$ cat config.mk
export PLATFORM = sky130hd
export DESIGN_NAME = fic_converter
export DESIGN_NICKNAME = d
export VERILOG_FILES = /design/src/include/fic_pkg.sv /design/src/hdl/fic_converter.sv
export VERILOG_INCLUDE_DIRS = /design/src /design/src/include
export SDC_FILE = /design/constraint.sdc
export NUM_CORES = 1
export LEC_CHECK = 0
export BUFFER_PORTS_ARGS = -buffer_cell sky130_fd_sc_hd__buf_4
export CORE_MARGIN = 8
export CORE_UTILIZATION = 64
export CTS_BUF_LIST = sky130_fd_sc_hd__clkbuf_16
export DETAILED_ROUTE_END_ITERATION = 6
export GPL_ROUTABILITY_DRIVEN = 0
export PLACE_DENSITY = 0.88
export SLEW_MARGIN = 20
export SYNTH_ARGS = -nofsm -noshare
export SYNTH_HDL_FRONTEND = slang
export SYNTH_SLANG_ARGS = --single-unit
$ cat constraint.sdc
create_clock -name clk_sys_i -period 1.2 [get_ports clk_sys_i]
set_input_delay 0.06 -clock clk_sys_i [delete_from_list [all_inputs] [get_ports clk_sys_i]]
set_output_delay 0.06 -clock clk_sys_i [all_outputs]
set_load 0.005 [all_outputs]
$ cat src/include/fic_defs.svh
// Constants for the float and integer conversion datapath
`ifndef FIC_DEFS_SVH
`define FIC_DEFS_SVH

`define FIC_EXP_BIAS     8'h7F
`define FIC_EXP_ALL1     8'hFF
`define FIC_EXP_TOP      8'h9E
`define FIC_FRAC_W       9'h017
`define FIC_SHIFT_LIM    9'h020
`define FIC_I16_POS_MAX  32'h0000_7FFF
`define FIC_I16_NEG_MAG  32'h0000_8000
`define FIC_I32_POS_MAX  32'h7FFF_FFFF
`define FIC_I32_NEG_MAG  32'h8000_0000
`define FIC_RES_RST      32'h0000_0000

`endif

$ cat src/include/fic_pkg.sv
// Types shared by the float and integer conversion datapath
`default_nettype none
package fic_pkg;

  // Conversion opcodes as issued by the sequencer
  typedef enum logic [9:0] {
    FIC_OP_F2I16 = 10'h1C2,
    FIC_OP_F2I32 = 10'h1C3,
    FIC_OP_I16F  = 10'h1C4,
    FIC_OP_I32F  = 10'h1C5
  } fic_op_e;

  // Result condition flags
  typedef struct packed {
    logic error_flag;
    logic zero_result_flag;
    logic negative;
  } fic_flags_s;

  // Handshake state, Gray along idle to done
  typedef enum logic {
    FIC_ST_IDLE = 1'b0,
    FIC_ST_DONE = 1'b1
  } fic_state_e;

endpackage : fic_pkg
`default_nettype wire

$ cat src/hdl/fic_converter.sv
// Float to integer and integer to float conversion datapath
`include "fic_defs.svh"
`default_nettype none
module fic_converter (
  input  wire logic            clk_sys_i, // System clock, 50 MHz
  input  wire logic            rst_i,     // Async reset, active high
  input  wire logic            start_i,   // One-cycle request pulse
  input  wire fic_pkg::fic_op_e opcode_i, // Conversion opcode
  input  wire logic [15:0]     src_lo_i,  // First source word
  input  wire logic [15:0]     src_hi_i,  // Second source word
  output logic                 done_o,    // One-cycle completion pulse
  output logic [15:0]          res_lo_o,  // First result word
  output logic [15:0]          res_hi_o,  // Second result word
  output fic_pkg::fic_flags_s  flags_o    // Error, zero, negative
);
  import fic_pkg::*;

  // Opcode decode
  wire op_f2i16_w = (opcode_i == FIC_OP_F2I16);
  wire op_f2i32_w = (opcode_i == FIC_OP_F2I32);
  wire op_i16f_w  = (opcode_i == FIC_OP_I16F);
  wire op_i32f_w  = (opcode_i == FIC_OP_I32F);
  wire op_f2i_w   = op_f2i16_w | op_f2i32_w;
  wire op_i2f_w   = op_i16f_w | op_i32f_w;

  // Operand assembly, upper half in the second word
  wire [31:0] src_w = {src_hi_i, src_lo_i};

  // Float field split
  wire        f_sign_w = src_w[31];
  wire [7:0]  f_exp_w  = src_w[30:23];
  wire [22:0] f_frac_w = src_w[22:0];
  wire        exp_ones_w = (f_exp_w == `FIC_EXP_ALL1);
  wire        f_nan_w  = exp_ones_w & (f_frac_w != 23'h0);

  // Hidden one only for normalized values; denormals truncate to zero anyway
  wire [23:0] f_mant_w = {(f_exp_w != 8'h00), f_frac_w};
  wire        f_small_w = (f_exp_w < `FIC_EXP_BIAS);
  wire [8:0]  f_sh_w = {1'b0, f_exp_w} - {1'b0, `FIC_EXP_BIAS};
  // Shift of 32 or more always overflows, infinity and NaN included
  wire        f_big_w = ~f_small_w & (f_sh_w >= `FIC_SHIFT_LIM);
  wire        f_sh_right_w = (f_sh_w <= `FIC_FRAC_W);
  wire [8:0]  rsh_w = `FIC_FRAC_W - f_sh_w;
  wire [8:0]  lsh_w = f_sh_w - `FIC_FRAC_W;
  wire [31:0] mant32_w = {8'h00, f_mant_w};

  // Integer magnitude; right shift drops the fraction bits
  wire [31:0] mag_r_w = mant32_w >> rsh_w[4:0];
  wire [31:0] mag_l_w = mant32_w << lsh_w[4:0];
  wire [31:0] f_mag_w = (f_small_w | f_big_w) ? 32'h0000_0000 :
                        (f_sh_right_w ? mag_r_w : mag_l_w);

  // Sign applied to the magnitude gives truncation toward zero
  wire [31:0] f_int_w = f_sign_w ? (32'h0000_0000 - f_mag_w) : f_mag_w;

  // Range checks on the truncated value
  // Negative side reaches one step further, so -32768.9 still fits in 16 bits
  wire ovf16_w = f_sign_w ? (f_mag_w > `FIC_I16_NEG_MAG) :
                            (f_mag_w > `FIC_I16_POS_MAX);
  wire ovf32_w = f_sign_w ? (f_mag_w > `FIC_I32_NEG_MAG) :
                            (f_mag_w > `FIC_I32_POS_MAX);
  wire err16_w = f_nan_w | f_big_w | ovf16_w;
  wire err32_w = f_nan_w | f_big_w | ovf32_w;

  // Integer source, 16-bit form sign-extended
  wire [31:0] i_src_w = op_i16f_w ? {{16{src_lo_i[15]}}, src_lo_i} : src_w;
  wire        i_sign_w = i_src_w[31];
  // Magnitude of the most negative value still fits unsigned
  wire [31:0] i_mag_w = i_sign_w ? (32'h0000_0000 - i_src_w) : i_src_w;

  // Leading zero count, one stage per bit; the highest set bit has the last word
  wire [5:0]  lz_chain_w [0:32];
  assign lz_chain_w[0] = 6'h20;
  for (genvar gi = 0; gi < 32; gi++) begin : g_lead_zero
    assign lz_chain_w[gi+1] = i_mag_w[gi] ? 6'(31 - gi) : lz_chain_w[gi];
  end
  wire [5:0]  lz_w   = lz_chain_w[32];
  wire [31:0] norm_w = i_mag_w << lz_w[4:0];
  wire [7:0]  i_exp_w = `FIC_EXP_TOP - {2'b00, lz_w};

  // Round to nearest even on the bits below the 24 kept
  // Sticky keeps ties honest when set bits lie below the guard bit
  wire guard_w  = norm_w[7];
  wire sticky_w = |norm_w[6:0];
  wire lsb_w    = norm_w[8];
  wire round_w  = guard_w & (sticky_w | lsb_w);
  // Carry out of the fraction bumps the exponent, which is what we want
  wire [30:0] i_body_w = {i_exp_w, norm_w[30:8]} + {30'h0000_0000, round_w};
  wire        i_zero_w = (i_mag_w == 32'h0000_0000);
  wire [31:0] i_flt_w  = i_zero_w ? 32'h0000_0000 : {i_sign_w, i_body_w};

  // Result selection per opcode
  wire [31:0] res16_w = {16'h0000, f_int_w[15:0]};
  wire [31:0] res_next = op_f2i16_w ? res16_w :
                         op_f2i32_w ? f_int_w :
                         op_i2f_w   ? i_flt_w :
                                      `FIC_RES_RST;

  // Flags per opcode; unknown opcodes report an error
  wire err_next = op_f2i16_w ? err16_w :
                  op_f2i32_w ? err32_w :
                  op_i2f_w   ? 1'b0 :
                               1'b1;
  wire zero_next = op_f2i16_w ? (f_int_w[15:0] == 16'h0000) :
                   op_f2i32_w ? (f_int_w == 32'h0000_0000) :
                   op_i2f_w   ? (i_flt_w[30:0] == 31'h0000_0000) :
                                1'b0;
  wire neg_next = op_f2i16_w ? f_int_w[15] :
                  op_f2i32_w ? f_int_w[31] :
                  op_i2f_w   ? i_flt_w[31] :
                               1'b0;
  wire fic_flags_s flags_next = '{error_flag:       err_next,
                                  zero_result_flag: zero_next,
                                  negative:         neg_next};

  // Handshake state; a start in the done cycle is taken as well
  // No busy state: the datapath is one cycle deep, so no request is refused
  fic_state_e state_reg;
  wire fic_state_e state_next = start_i ? FIC_ST_DONE : FIC_ST_IDLE;

  always_ff @(posedge clk_sys_i or posedge rst_i) begin
    if (rst_i) begin
      state_reg <= FIC_ST_IDLE;
    end else begin
      state_reg <= state_next;
    end
  end

  // Result and flags held until the next request
  // Holding them lets the sequencer read late without a second handshake
  logic [31:0] res_reg;
  fic_flags_s  flags_reg;
  fic_op_e     op_reg;

  always_ff @(posedge clk_sys_i or posedge rst_i) begin
    if (rst_i) begin
      res_reg   <= `FIC_RES_RST;
      flags_reg <= '0;
      op_reg    <= FIC_OP_F2I16;
    end else if (start_i) begin
      res_reg   <= res_next;
      flags_reg <= flags_next;
      op_reg    <= opcode_i;
    end
  end

  // Outputs, second word holds the upper half
  assign done_o   = (state_reg == FIC_ST_DONE);
  assign res_lo_o = res_reg[15:0];
  assign res_hi_o = res_reg[31:16];
  assign flags_o  = flags_reg;

  // Checks on the datapath outputs
  wire [31:0] res_w = {res_hi_o, res_lo_o};
  wire last_f2i_w = (op_reg == FIC_OP_F2I16) | (op_reg == FIC_OP_F2I32);
  wire last_i2f_w = (op_reg == FIC_OP_I16F) | (op_reg == FIC_OP_I32F);

  a_done_pulse: assert property (@(posedge clk_sys_i) disable iff (rst_i)
    start_i |=> done_o ##1 (done_o == $past(start_i)))
    else $error("done did not follow start");

  a_trunc_pos: assert property (@(posedge clk_sys_i) disable iff (rst_i)
    (start_i && op_f2i16_w && src_w == 32'h4060_0000) |=>
      (res_lo_o == 16'h0003 && !flags_o.error_flag))
    else $error("positive truncation wrong");

  a_trunc_neg: assert property (@(posedge clk_sys_i) disable iff (rst_i)
    (start_i && op_f2i16_w && src_w == 32'hC060_0000) |=>
      (res_lo_o == 16'hFFFD && flags_o.negative))
    else $error("negative truncation wrong");

  a_range_16: assert property (@(posedge clk_sys_i) disable iff (rst_i)
    (start_i && op_f2i16_w && src_w == 32'h4700_0000) |=> flags_o.error_flag)
    else $error("16-bit overflow not flagged");

  a_range_32: assert property (@(posedge clk_sys_i) disable iff (rst_i)
    (start_i && op_f2i32_w && src_w == 32'hCF00_0000) |=>
      (res_w == 32'h8000_0000 && !flags_o.error_flag))
    else $error("32-bit minimum mishandled");

  a_nan_error: assert property (@(posedge clk_sys_i) disable iff (rst_i)
    (start_i && op_f2i_w && f_nan_w) |=> flags_o.error_flag)
    else $error("NaN source not flagged");

  a_f2i_flags: assert property (@(posedge clk_sys_i) disable iff (rst_i)
    (done_o && last_f2i_w) |->
      (flags_o.zero_result_flag == ((op_reg == FIC_OP_F2I16) ?
         (res_lo_o == 16'h0000) : (res_w == 32'h0000_0000))))
    else $error("zero flag wrong after float to integer");

  a_f2i_neg: assert property (@(posedge clk_sys_i) disable iff (rst_i)
    (done_o && last_f2i_w) |->
      (flags_o.negative == ((op_reg == FIC_OP_F2I16) ? res_lo_o[15] : res_hi_o[15])))
    else $error("negative flag wrong after float to integer");

  a_i2f_noerr: assert property (@(posedge clk_sys_i) disable iff (rst_i)
    (done_o && last_i2f_w) |->
      (!flags_o.error_flag &&
       flags_o.zero_result_flag == (res_w[30:0] == 31'h0000_0000) &&
       flags_o.negative == res_hi_o[15]))
    else $error("flags wrong after integer to float");

  a_exact_24: assert property (@(posedge clk_sys_i) disable iff (rst_i)
    (start_i && op_i32f_w && src_w == 32'h00FF_FFFF) |=> (res_w == 32'h4B7F_FFFF))
    else $error("24-bit value not exact");

  a_tie_even: assert property (@(posedge clk_sys_i) disable iff (rst_i)
    (start_i && op_i32f_w && src_w == 32'h0100_0003) |=> (res_w == 32'h4B80_0002))
    else $error("tie not rounded to even");

  a_i16_word: assert property (@(posedge clk_sys_i) disable iff (rst_i)
    (start_i && op_i16f_w && src_lo_i == 16'hFFFD) |=> (res_w == 32'hC040_0000))
    else $error("16-bit integer to float wrong");

  // Range edges, worked examples and the holding of results
  a_unity_bias: assert property (@(posedge clk_sys_i) disable iff (rst_i)
    (start_i && op_f2i16_w && src_w == 32'h3F80_0000) |=>
      (res_w == 32'h0000_0001 && !flags_o.error_flag && !flags_o.zero_result_flag))
    else $error("exponent bias wrong");

  a_trunc_32: assert property (@(posedge clk_sys_i) disable iff (rst_i)
    (start_i && op_f2i32_w && src_w == 32'hC060_0000) |=>
      (res_w == 32'hFFFF_FFFD && flags_o.negative && !flags_o.error_flag))
    else $error("32-bit truncation wrong");

  a_hi_clear: assert property (@(posedge clk_sys_i) disable iff (rst_i)
    (start_i && op_f2i16_w) |=> (res_hi_o == 16'h0000))
    else $error("upper word not clear after 16-bit result");

  a_i16_min: assert property (@(posedge clk_sys_i) disable iff (rst_i)
    (start_i && op_f2i16_w && src_w == 32'hC700_0080) |=>
      (res_lo_o == 16'h8000 && !flags_o.error_flag))
    else $error("16-bit minimum mishandled");

  a_i16_max: assert property (@(posedge clk_sys_i) disable iff (rst_i)
    (start_i && op_f2i16_w && src_w == 32'h46FF_FF00) |=>
      (res_lo_o == 16'h7FFF && !flags_o.error_flag))
    else $error("16-bit maximum mishandled");

  a_i16_below: assert property (@(posedge clk_sys_i) disable iff (rst_i)
    (start_i && op_f2i16_w && src_w == 32'hC700_0100) |=>
      (res_lo_o == 16'h7FFF && flags_o.error_flag))
    else $error("16-bit underflow not flagged");

  a_inf_error: assert property (@(posedge clk_sys_i) disable iff (rst_i)
    (start_i && op_f2i32_w && src_w == 32'h7F80_0000) |=>
      (res_w == 32'h0000_0000 && flags_o.error_flag))
    else $error("infinity not flagged");

  a_i32_above: assert property (@(posedge clk_sys_i) disable iff (rst_i)
    (start_i && op_f2i32_w && src_w == 32'h4F00_0000) |=> flags_o.error_flag)
    else $error("32-bit overflow not flagged");

  a_tiny_clear: assert property (@(posedge clk_sys_i) disable iff (rst_i)
    (start_i && op_f2i_w && f_small_w) |=>
      (res_w == 32'h0000_0000 && !flags_o.error_flag && flags_o.zero_result_flag))
    else $error("small value not cleared to zero");

  a_i32_pos: assert property (@(posedge clk_sys_i) disable iff (rst_i)
    (start_i && op_f2i32_w && src_w == 32'h4EFF_FFFF) |=>
      (res_w == 32'h7FFF_FF80 && !flags_o.error_flag))
    else $error("large 32-bit conversion wrong");

  a_i2f_zero: assert property (@(posedge clk_sys_i) disable iff (rst_i)
    (start_i && op_i32f_w && src_w == 32'h0000_0000) |=>
      (res_w == 32'h0000_0000 && flags_o.zero_result_flag))
    else $error("zero integer not converted to zero");

  a_i16_one: assert property (@(posedge clk_sys_i) disable iff (rst_i)
    (start_i && op_i16f_w && src_lo_i == 16'h0001) |=> (res_w == 32'h3F80_0000))
    else $error("16-bit one not converted");

  a_i16_pos: assert property (@(posedge clk_sys_i) disable iff (rst_i)
    (start_i && op_i16f_w && src_lo_i == 16'h0003) |=>
      (res_w == 32'h4040_0000 && !flags_o.negative))
    else $error("positive 16-bit integer to float wrong");

  a_i32_min: assert property (@(posedge clk_sys_i) disable iff (rst_i)
    (start_i && op_i32f_w && src_w == 32'h8000_0000) |=>
      (res_w == 32'hCF00_0000 && flags_o.negative))
    else $error("32-bit minimum not converted");

  a_neg_exact: assert property (@(posedge clk_sys_i) disable iff (rst_i)
    (start_i && op_i32f_w && src_w == 32'hFF00_0001) |=> (res_w == 32'hCB7F_FFFF))
    else $error("negative 24-bit value not exact");

  a_i2f_sign: assert property (@(posedge clk_sys_i) disable iff (rst_i)
    (start_i && op_i32f_w && src_w[31]) |=> flags_o.negative)
    else $error("negative integer gave no negative flag");

  a_res_hold: assert property (@(posedge clk_sys_i) disable iff (rst_i)
    !start_i |=> ($stable(res_w) && $stable(flags_o)))
    else $error("result moved without a request");

  // Main scenarios
  c_f2i_err: cover property (@(posedge clk_sys_i) disable iff (rst_i)
    done_o && last_f2i_w && flags_o.error_flag);
  c_i2f_neg: cover property (@(posedge clk_sys_i) disable iff (rst_i)
    done_o && last_i2f_w && flags_o.negative);
  c_back2back: cover property (@(posedge clk_sys_i) disable iff (rst_i)
    start_i ##1 start_i ##1 done_o);
  c_unknown_op: cover property (@(posedge clk_sys_i) disable iff (rst_i)
    done_o && !last_f2i_w && !last_i2f_w);
  c_f2i_zero: cover property (@(posedge clk_sys_i) disable iff (rst_i)
    done_o && last_f2i_w && flags_o.zero_result_flag);

endmodule : fic_converter
`default_nettype wire

==> results of run 1 <==
[per-stage QoR]
step,hold WS (ps),setup slack (ps),utilization,TNS (ps)
2_1_floorplan,91.4,-3610,-,-112920
3_3_place_gp,182,-4050,0.975,-130670
3_5_place_dp,238,-4620,0.975,-146800
[cell usage after synthesis (17+ instances only)]
cell	instances	share of area
nand2_1	163	0.054
nor2_1	150	0.050
mux2i_1	134	0.12
o21ai_0	88	0.039
clkbuf_1	87	0.029
a21oi_1	77	0.034
nand3_1	53	0.024
nor3_1	51	0.023
xnor2_1	49	0.038
dfrtp_1	36	0.080
xor2_1	31	0.024
mux2_2	26	0.026
a211oi_1	24	0.016
nor4_1	24	0.013
o22ai_1	23	0.013
inv_1	22	0.0073
mux4_2	22	0.044
o211ai_1	21	0.014
nand4_1	20	0.011
a22oi_1	18	0.012
a31oi_1	17	0.0094
and2_1	17	0.0094
[logic make-up after synthesis]
kind of cell             Yosys count  synth area share
flip-flops                        36            0.0799
XOR/XNOR                          80            0.0622
multiplexers                     187             0.196
AND/OR/NAND/NOR                  612             0.283
buffers and inverters            156            0.0601
AO/OA/AOI/OAI                    476             0.307
adder cells (fa/ha/maj)           11            0.0122
==> flow_summary_export.csv, run 1 <==
group,metric,value,unit
clock_network,cts_made_buffers,5,
clock_network,cts_setup_buffers,142,
synthesis,synth_edf_count,0,
run_status,status,"stopped before the end",
clock_network,clock_path_buffers,2,
synthesis,yosysUniqueCellTypes,111,
clock_network,cts_root_buffer,"clkbuf_16",
synthesis,ys_seq_area_frac,0.0799,
synthesis,synth_warnings,0,
synthesis,synth_seq_cells,36,
synthesis,syn_inst,1558,
die,num_rows,48,
place,dp_cells,2374,
clock_network,htreeDepth,2,
place,port_buffers,80,
synthesis,synth_flop_cell,"dfrtp_1",
die,ioPinCount,81,
die,start_util,0.654,
run_status,tool.error,"[ERROR DPL-0038] Utilization greater than 100%, impossible to legalize",
synthesis,async_flop_share,1.00,
place,dp_hpwl,55100,µm
clock_network,ctsHoldBuffers,1,
clock_network,post_cts_resized,394,
clock_network,clock_sinks,36,
synthesis,syn_nets,1614,
place,placed_area,0.0168,mm²
synthesis,avgSynthCellArea,7.23,µm²
die,dieWidth,149,µm
die,die_h,149,µm
run_status,lastStage,"clock tree synthesis (4_1_cts)",
synthesis,syn_area,0.0113,mm²
==> run 2, diff against run 1 <==
--- a/config.mk
+++ b/config.mk
@@ -8,11 +8,10 @@
 export LEC_CHECK = 0
 export BUFFER_PORTS_ARGS = -buffer_cell sky130_fd_sc_hd__buf_4
 export CORE_MARGIN = 8
-export CORE_UTILIZATION = 64
-export CTS_BUF_LIST = sky130_fd_sc_hd__clkbuf_16
+export CORE_UTILIZATION = 40
 export DETAILED_ROUTE_END_ITERATION = 6
 export GPL_ROUTABILITY_DRIVEN = 0
-export PLACE_DENSITY = 0.88
+export PLACE_DENSITY_LB_ADDON = 0.15
 export SLEW_MARGIN = 20
 export SYNTH_ARGS = -nofsm -noshare
 export SYNTH_HDL_FRONTEND = slang
==> flow_summary_export.csv, run 2 <==
group,metric,value,unit
run_status,status,"complete, but fails checks",
run_status,violations,"negative setup slack",
power_and_ir_drop,power_density,762,mW/mm²
synthesis,yosysMostFrequentCell,"nand2_1",
clock_network,cts_root_buffer,"clkbuf_16",
place,dp_cells,2542,
final_layout,seq_area,901,µm²
die,num_rows,61,
grt,grt_overflow,0,
final_layout,area.growth.synth_to_final,73.0,%
synthesis,syn_area,0.0113,mm²
detailed_routing,routedWlPerCell,22.6,µm
sta,max_freq,203,MHz
final_layout,nets,2310,
sta,hold_violations,0,
run,maxCapViolations,0,
die,die_area,0.0338,mm²
worst_setup_path,crit_top_cell,"or4_4",
worst_hold_path,hold_path_class,"in2reg",
final_layout,final_layout_size_suffix_gt1_frac,0.512,
die,ioPinCount,81,
detailed_routing,drc,0,
worst_setup_path,crit_type,"in2reg",
final_layout,largest_register_ffs,32,
grt,grt_pass1_wl,89800,µm
clock_network,clk_latency,280,ps
detailed_routing,firstDrtPassIters,5,
grt,grt_pass1_vias,16200,
grt,grt_max_degree,46,
die,dieWidth,184,µm
detailed_routing,via_per_inst,6.35,
die,coreArea,0.0278,mm²
synthesis,synth_flop_cell,"dfrtp_1",
synthesis,synth_warnings,0,
synthesis,async_flop_share,1.00,
power_and_ir_drop,ir_drop,0.000511,V
sta,setup_viol,35,
clock_network,tritoncts,"yes",
synthesis,syn_inst,1558,
sta,fin_crit_sh,4.11,
detailed_routing,drt_wl_total,59500,µm
grt,antenna_found_initial,0,
worst_setup_path,cp_cell_sequence,"buf_8 > or4_4 > or4_4 > a2111oi_4 > o211ai_2 > buf_4 > nor4b_4 > a2bb2o_4 > a21boi_4 > a21oi_4 > inv_6 > buf_16 > o21ai_0 > a222oi_1 > nand3b_1 > or3_4 > nor3_4 > mux2i_1 > o311ai_1",
die,start_util,0.406,
final_layout,layout.cells.most_common_list,"buf_4 (762), nand2_1 (156), nor2_1 (136)",
final_layout,n_antenna_cell,0,
detailed_routing,drtAntennaViolNets,0,
synthesis,yosysUniqueCellTypes,111,
final_layout,nFillCells,2189,
sta,fin_skew,0,ps
worst_setup_path,crit_path_max_fanout,8,
worst_setup_path,endpoint_kind,"flip-flop",
final_layout,final_common_cell,"buf_4",
sta,max_slew_margin,0.510,
sta,tightest_slew,727,ps
worst_setup_path,cp_slowest_cell,"or4_4",
synthesis,avgSynthCellArea,7.23,µm²
place,pre_cts_ws,-4150,ps
clock_network,cts_made_buffers,5,
synthesis,yosysTopAreaCell,"mux2i_1",
grt,grt_util_all_layers,0.332,
final_layout,finalNonFillerCells,2632,
worst_setup_path,critPathMaxStageDelay,560,ps
die,die_h,184,µm
place,port_buffers,80,
clock_network,path_clk_slew,60,ps
synthesis,syn_nets,1614,
synthesis,synth_area_leaders,"mux2i_1 (12%), dfrtp_1 (8.0%), nand2_1 (5.4%)",
worst_setup_path,startpoint_type,"primary input",
synthesis,synth_edf_count,0,
final_layout,multiInputGateArea,0.0113,mm²
worst_setup_path,critPathArrivalTime,5070,ps
worst_setup_path,cp.required,1340,ps
clock_network,clock_sinks,36,
synthesis,ys_seq_area_frac,0.0799,
sta,fin_crit,4930,ps
synthesis,yosys-top-cells-count,"nand2_1 (163), nor2_1 (150), mux2i_1 (134)",
synthesis,synth.top_cell.area_share,0.119,
sta,whs,152,ps
sta,setup_slack,-3730,ps
detailed_routing,route.vias.total,16700,
sta,grt_setup_unrepaired,"true",
power_and_ir_drop,p_leak,8.65,nW
sta,maxSlewViolCount,0,
synthesis,synth_seq_cells,36,
detailed_routing,drtIter0Drc,1984,
place,dp_hpwl,44500,µm
clock_network,htreeDepth,2,
clock_network,clock_path_buffers,2,
==> run 2: cell families (layout without fill, tap and decap cells) <==
logic type      Yosys count  in the layout  synth area share
simple gates            612            612             0.283
compound gates          476            476             0.307
mux                     187            187             0.196
buf+inv                 156            852            0.0601
xor+xnor                 80             80            0.0622
flops                    36             36            0.0799
fa+ha+maj                11             11            0.0122
==> run 2: layer usage <==
metal,track usage,part of all wire,vias up
met5,0,0,-
met1,0.411,0.38,7929
met4,0.177,0.065,0
met2,0.550,0.46,1089
met3,0.0476,0.094,280
li1,-,-,7403
==> run 2: critical path: cells and delay by family <==
kind | cells | cell delay (ps)
compound gates | 8 | 1840
buf+inv | 4 | 540
mux | 1 | 270
simple gates | 6 | 2350
==> run 2: where the power goes <==
| part | leakage, nW | internal (mW) | switching [mW] |
|---|---|---|---|
| clock network | 0.0760 | 0.871 | 0.478 |
| logic | 8.09 | 5.99 | 6.25 |
| registers | 0.477 | 1.26 | 0.0284 |
| total | 8.65 | 8.12 | 6.75 |
==> run 2: area by class of cell <==
class / count / area share
Clock buffer: 7 / 0.00783
Sequential cell: 36 / 0.0462
Timing Repair Buffer: 818 / 0.337
Multi-Input combinational cell: 1366 / 0.578
Inverter: 27 / 0.00661
Tap cell: 378 / 0.0242
==> run 2: through the flow <==
step / total power, mW / TNS (ps) / instance area [µm²] / utilization
after floorplan: 6.58 / -112920 / 11800 / -
after global placement: 11.1 / -131400 / 17200 / 0.618
after detailed placement: 11.2 / -134170 / 17200 / 0.618
after CTS: 13.8 / -114370 / 18800 / 0.675
after global routing: 15.5 / -122930 / 19500 / 0.702
final: 14.9 / -118240 / 19500 / 0.702
==> run 2: repair_timing <==
action                                 CTS  global route
setup endpoints to repair               35            35
gates resized for setup                191           108
pin swaps                               83            64
endpoints found under the hold margin   36             0
setup buffers                           55            28
gates cloned                             5             1
hold buffers                             1             0
==> run 2: final timing paths <==
path / startpoint / endpoint / slack, ps / depth (start not counted)
worst max register to register: res_reg[23] / res_reg[23] / 110 / 3
min in group asynchronous: rst_i / res_reg[31] / 460 / 4
worst max-delay path: src_hi_i[3] / res_reg[25] / -3730 / 19
worst min-delay path: start_i / done_o / 150 / 2
worst min register to register: res_reg[8] / res_reg[8] / 500 / 1
max in group asynchronous: rst_i / done_o / 410 / 4
(Power assumes the default switching activity.)
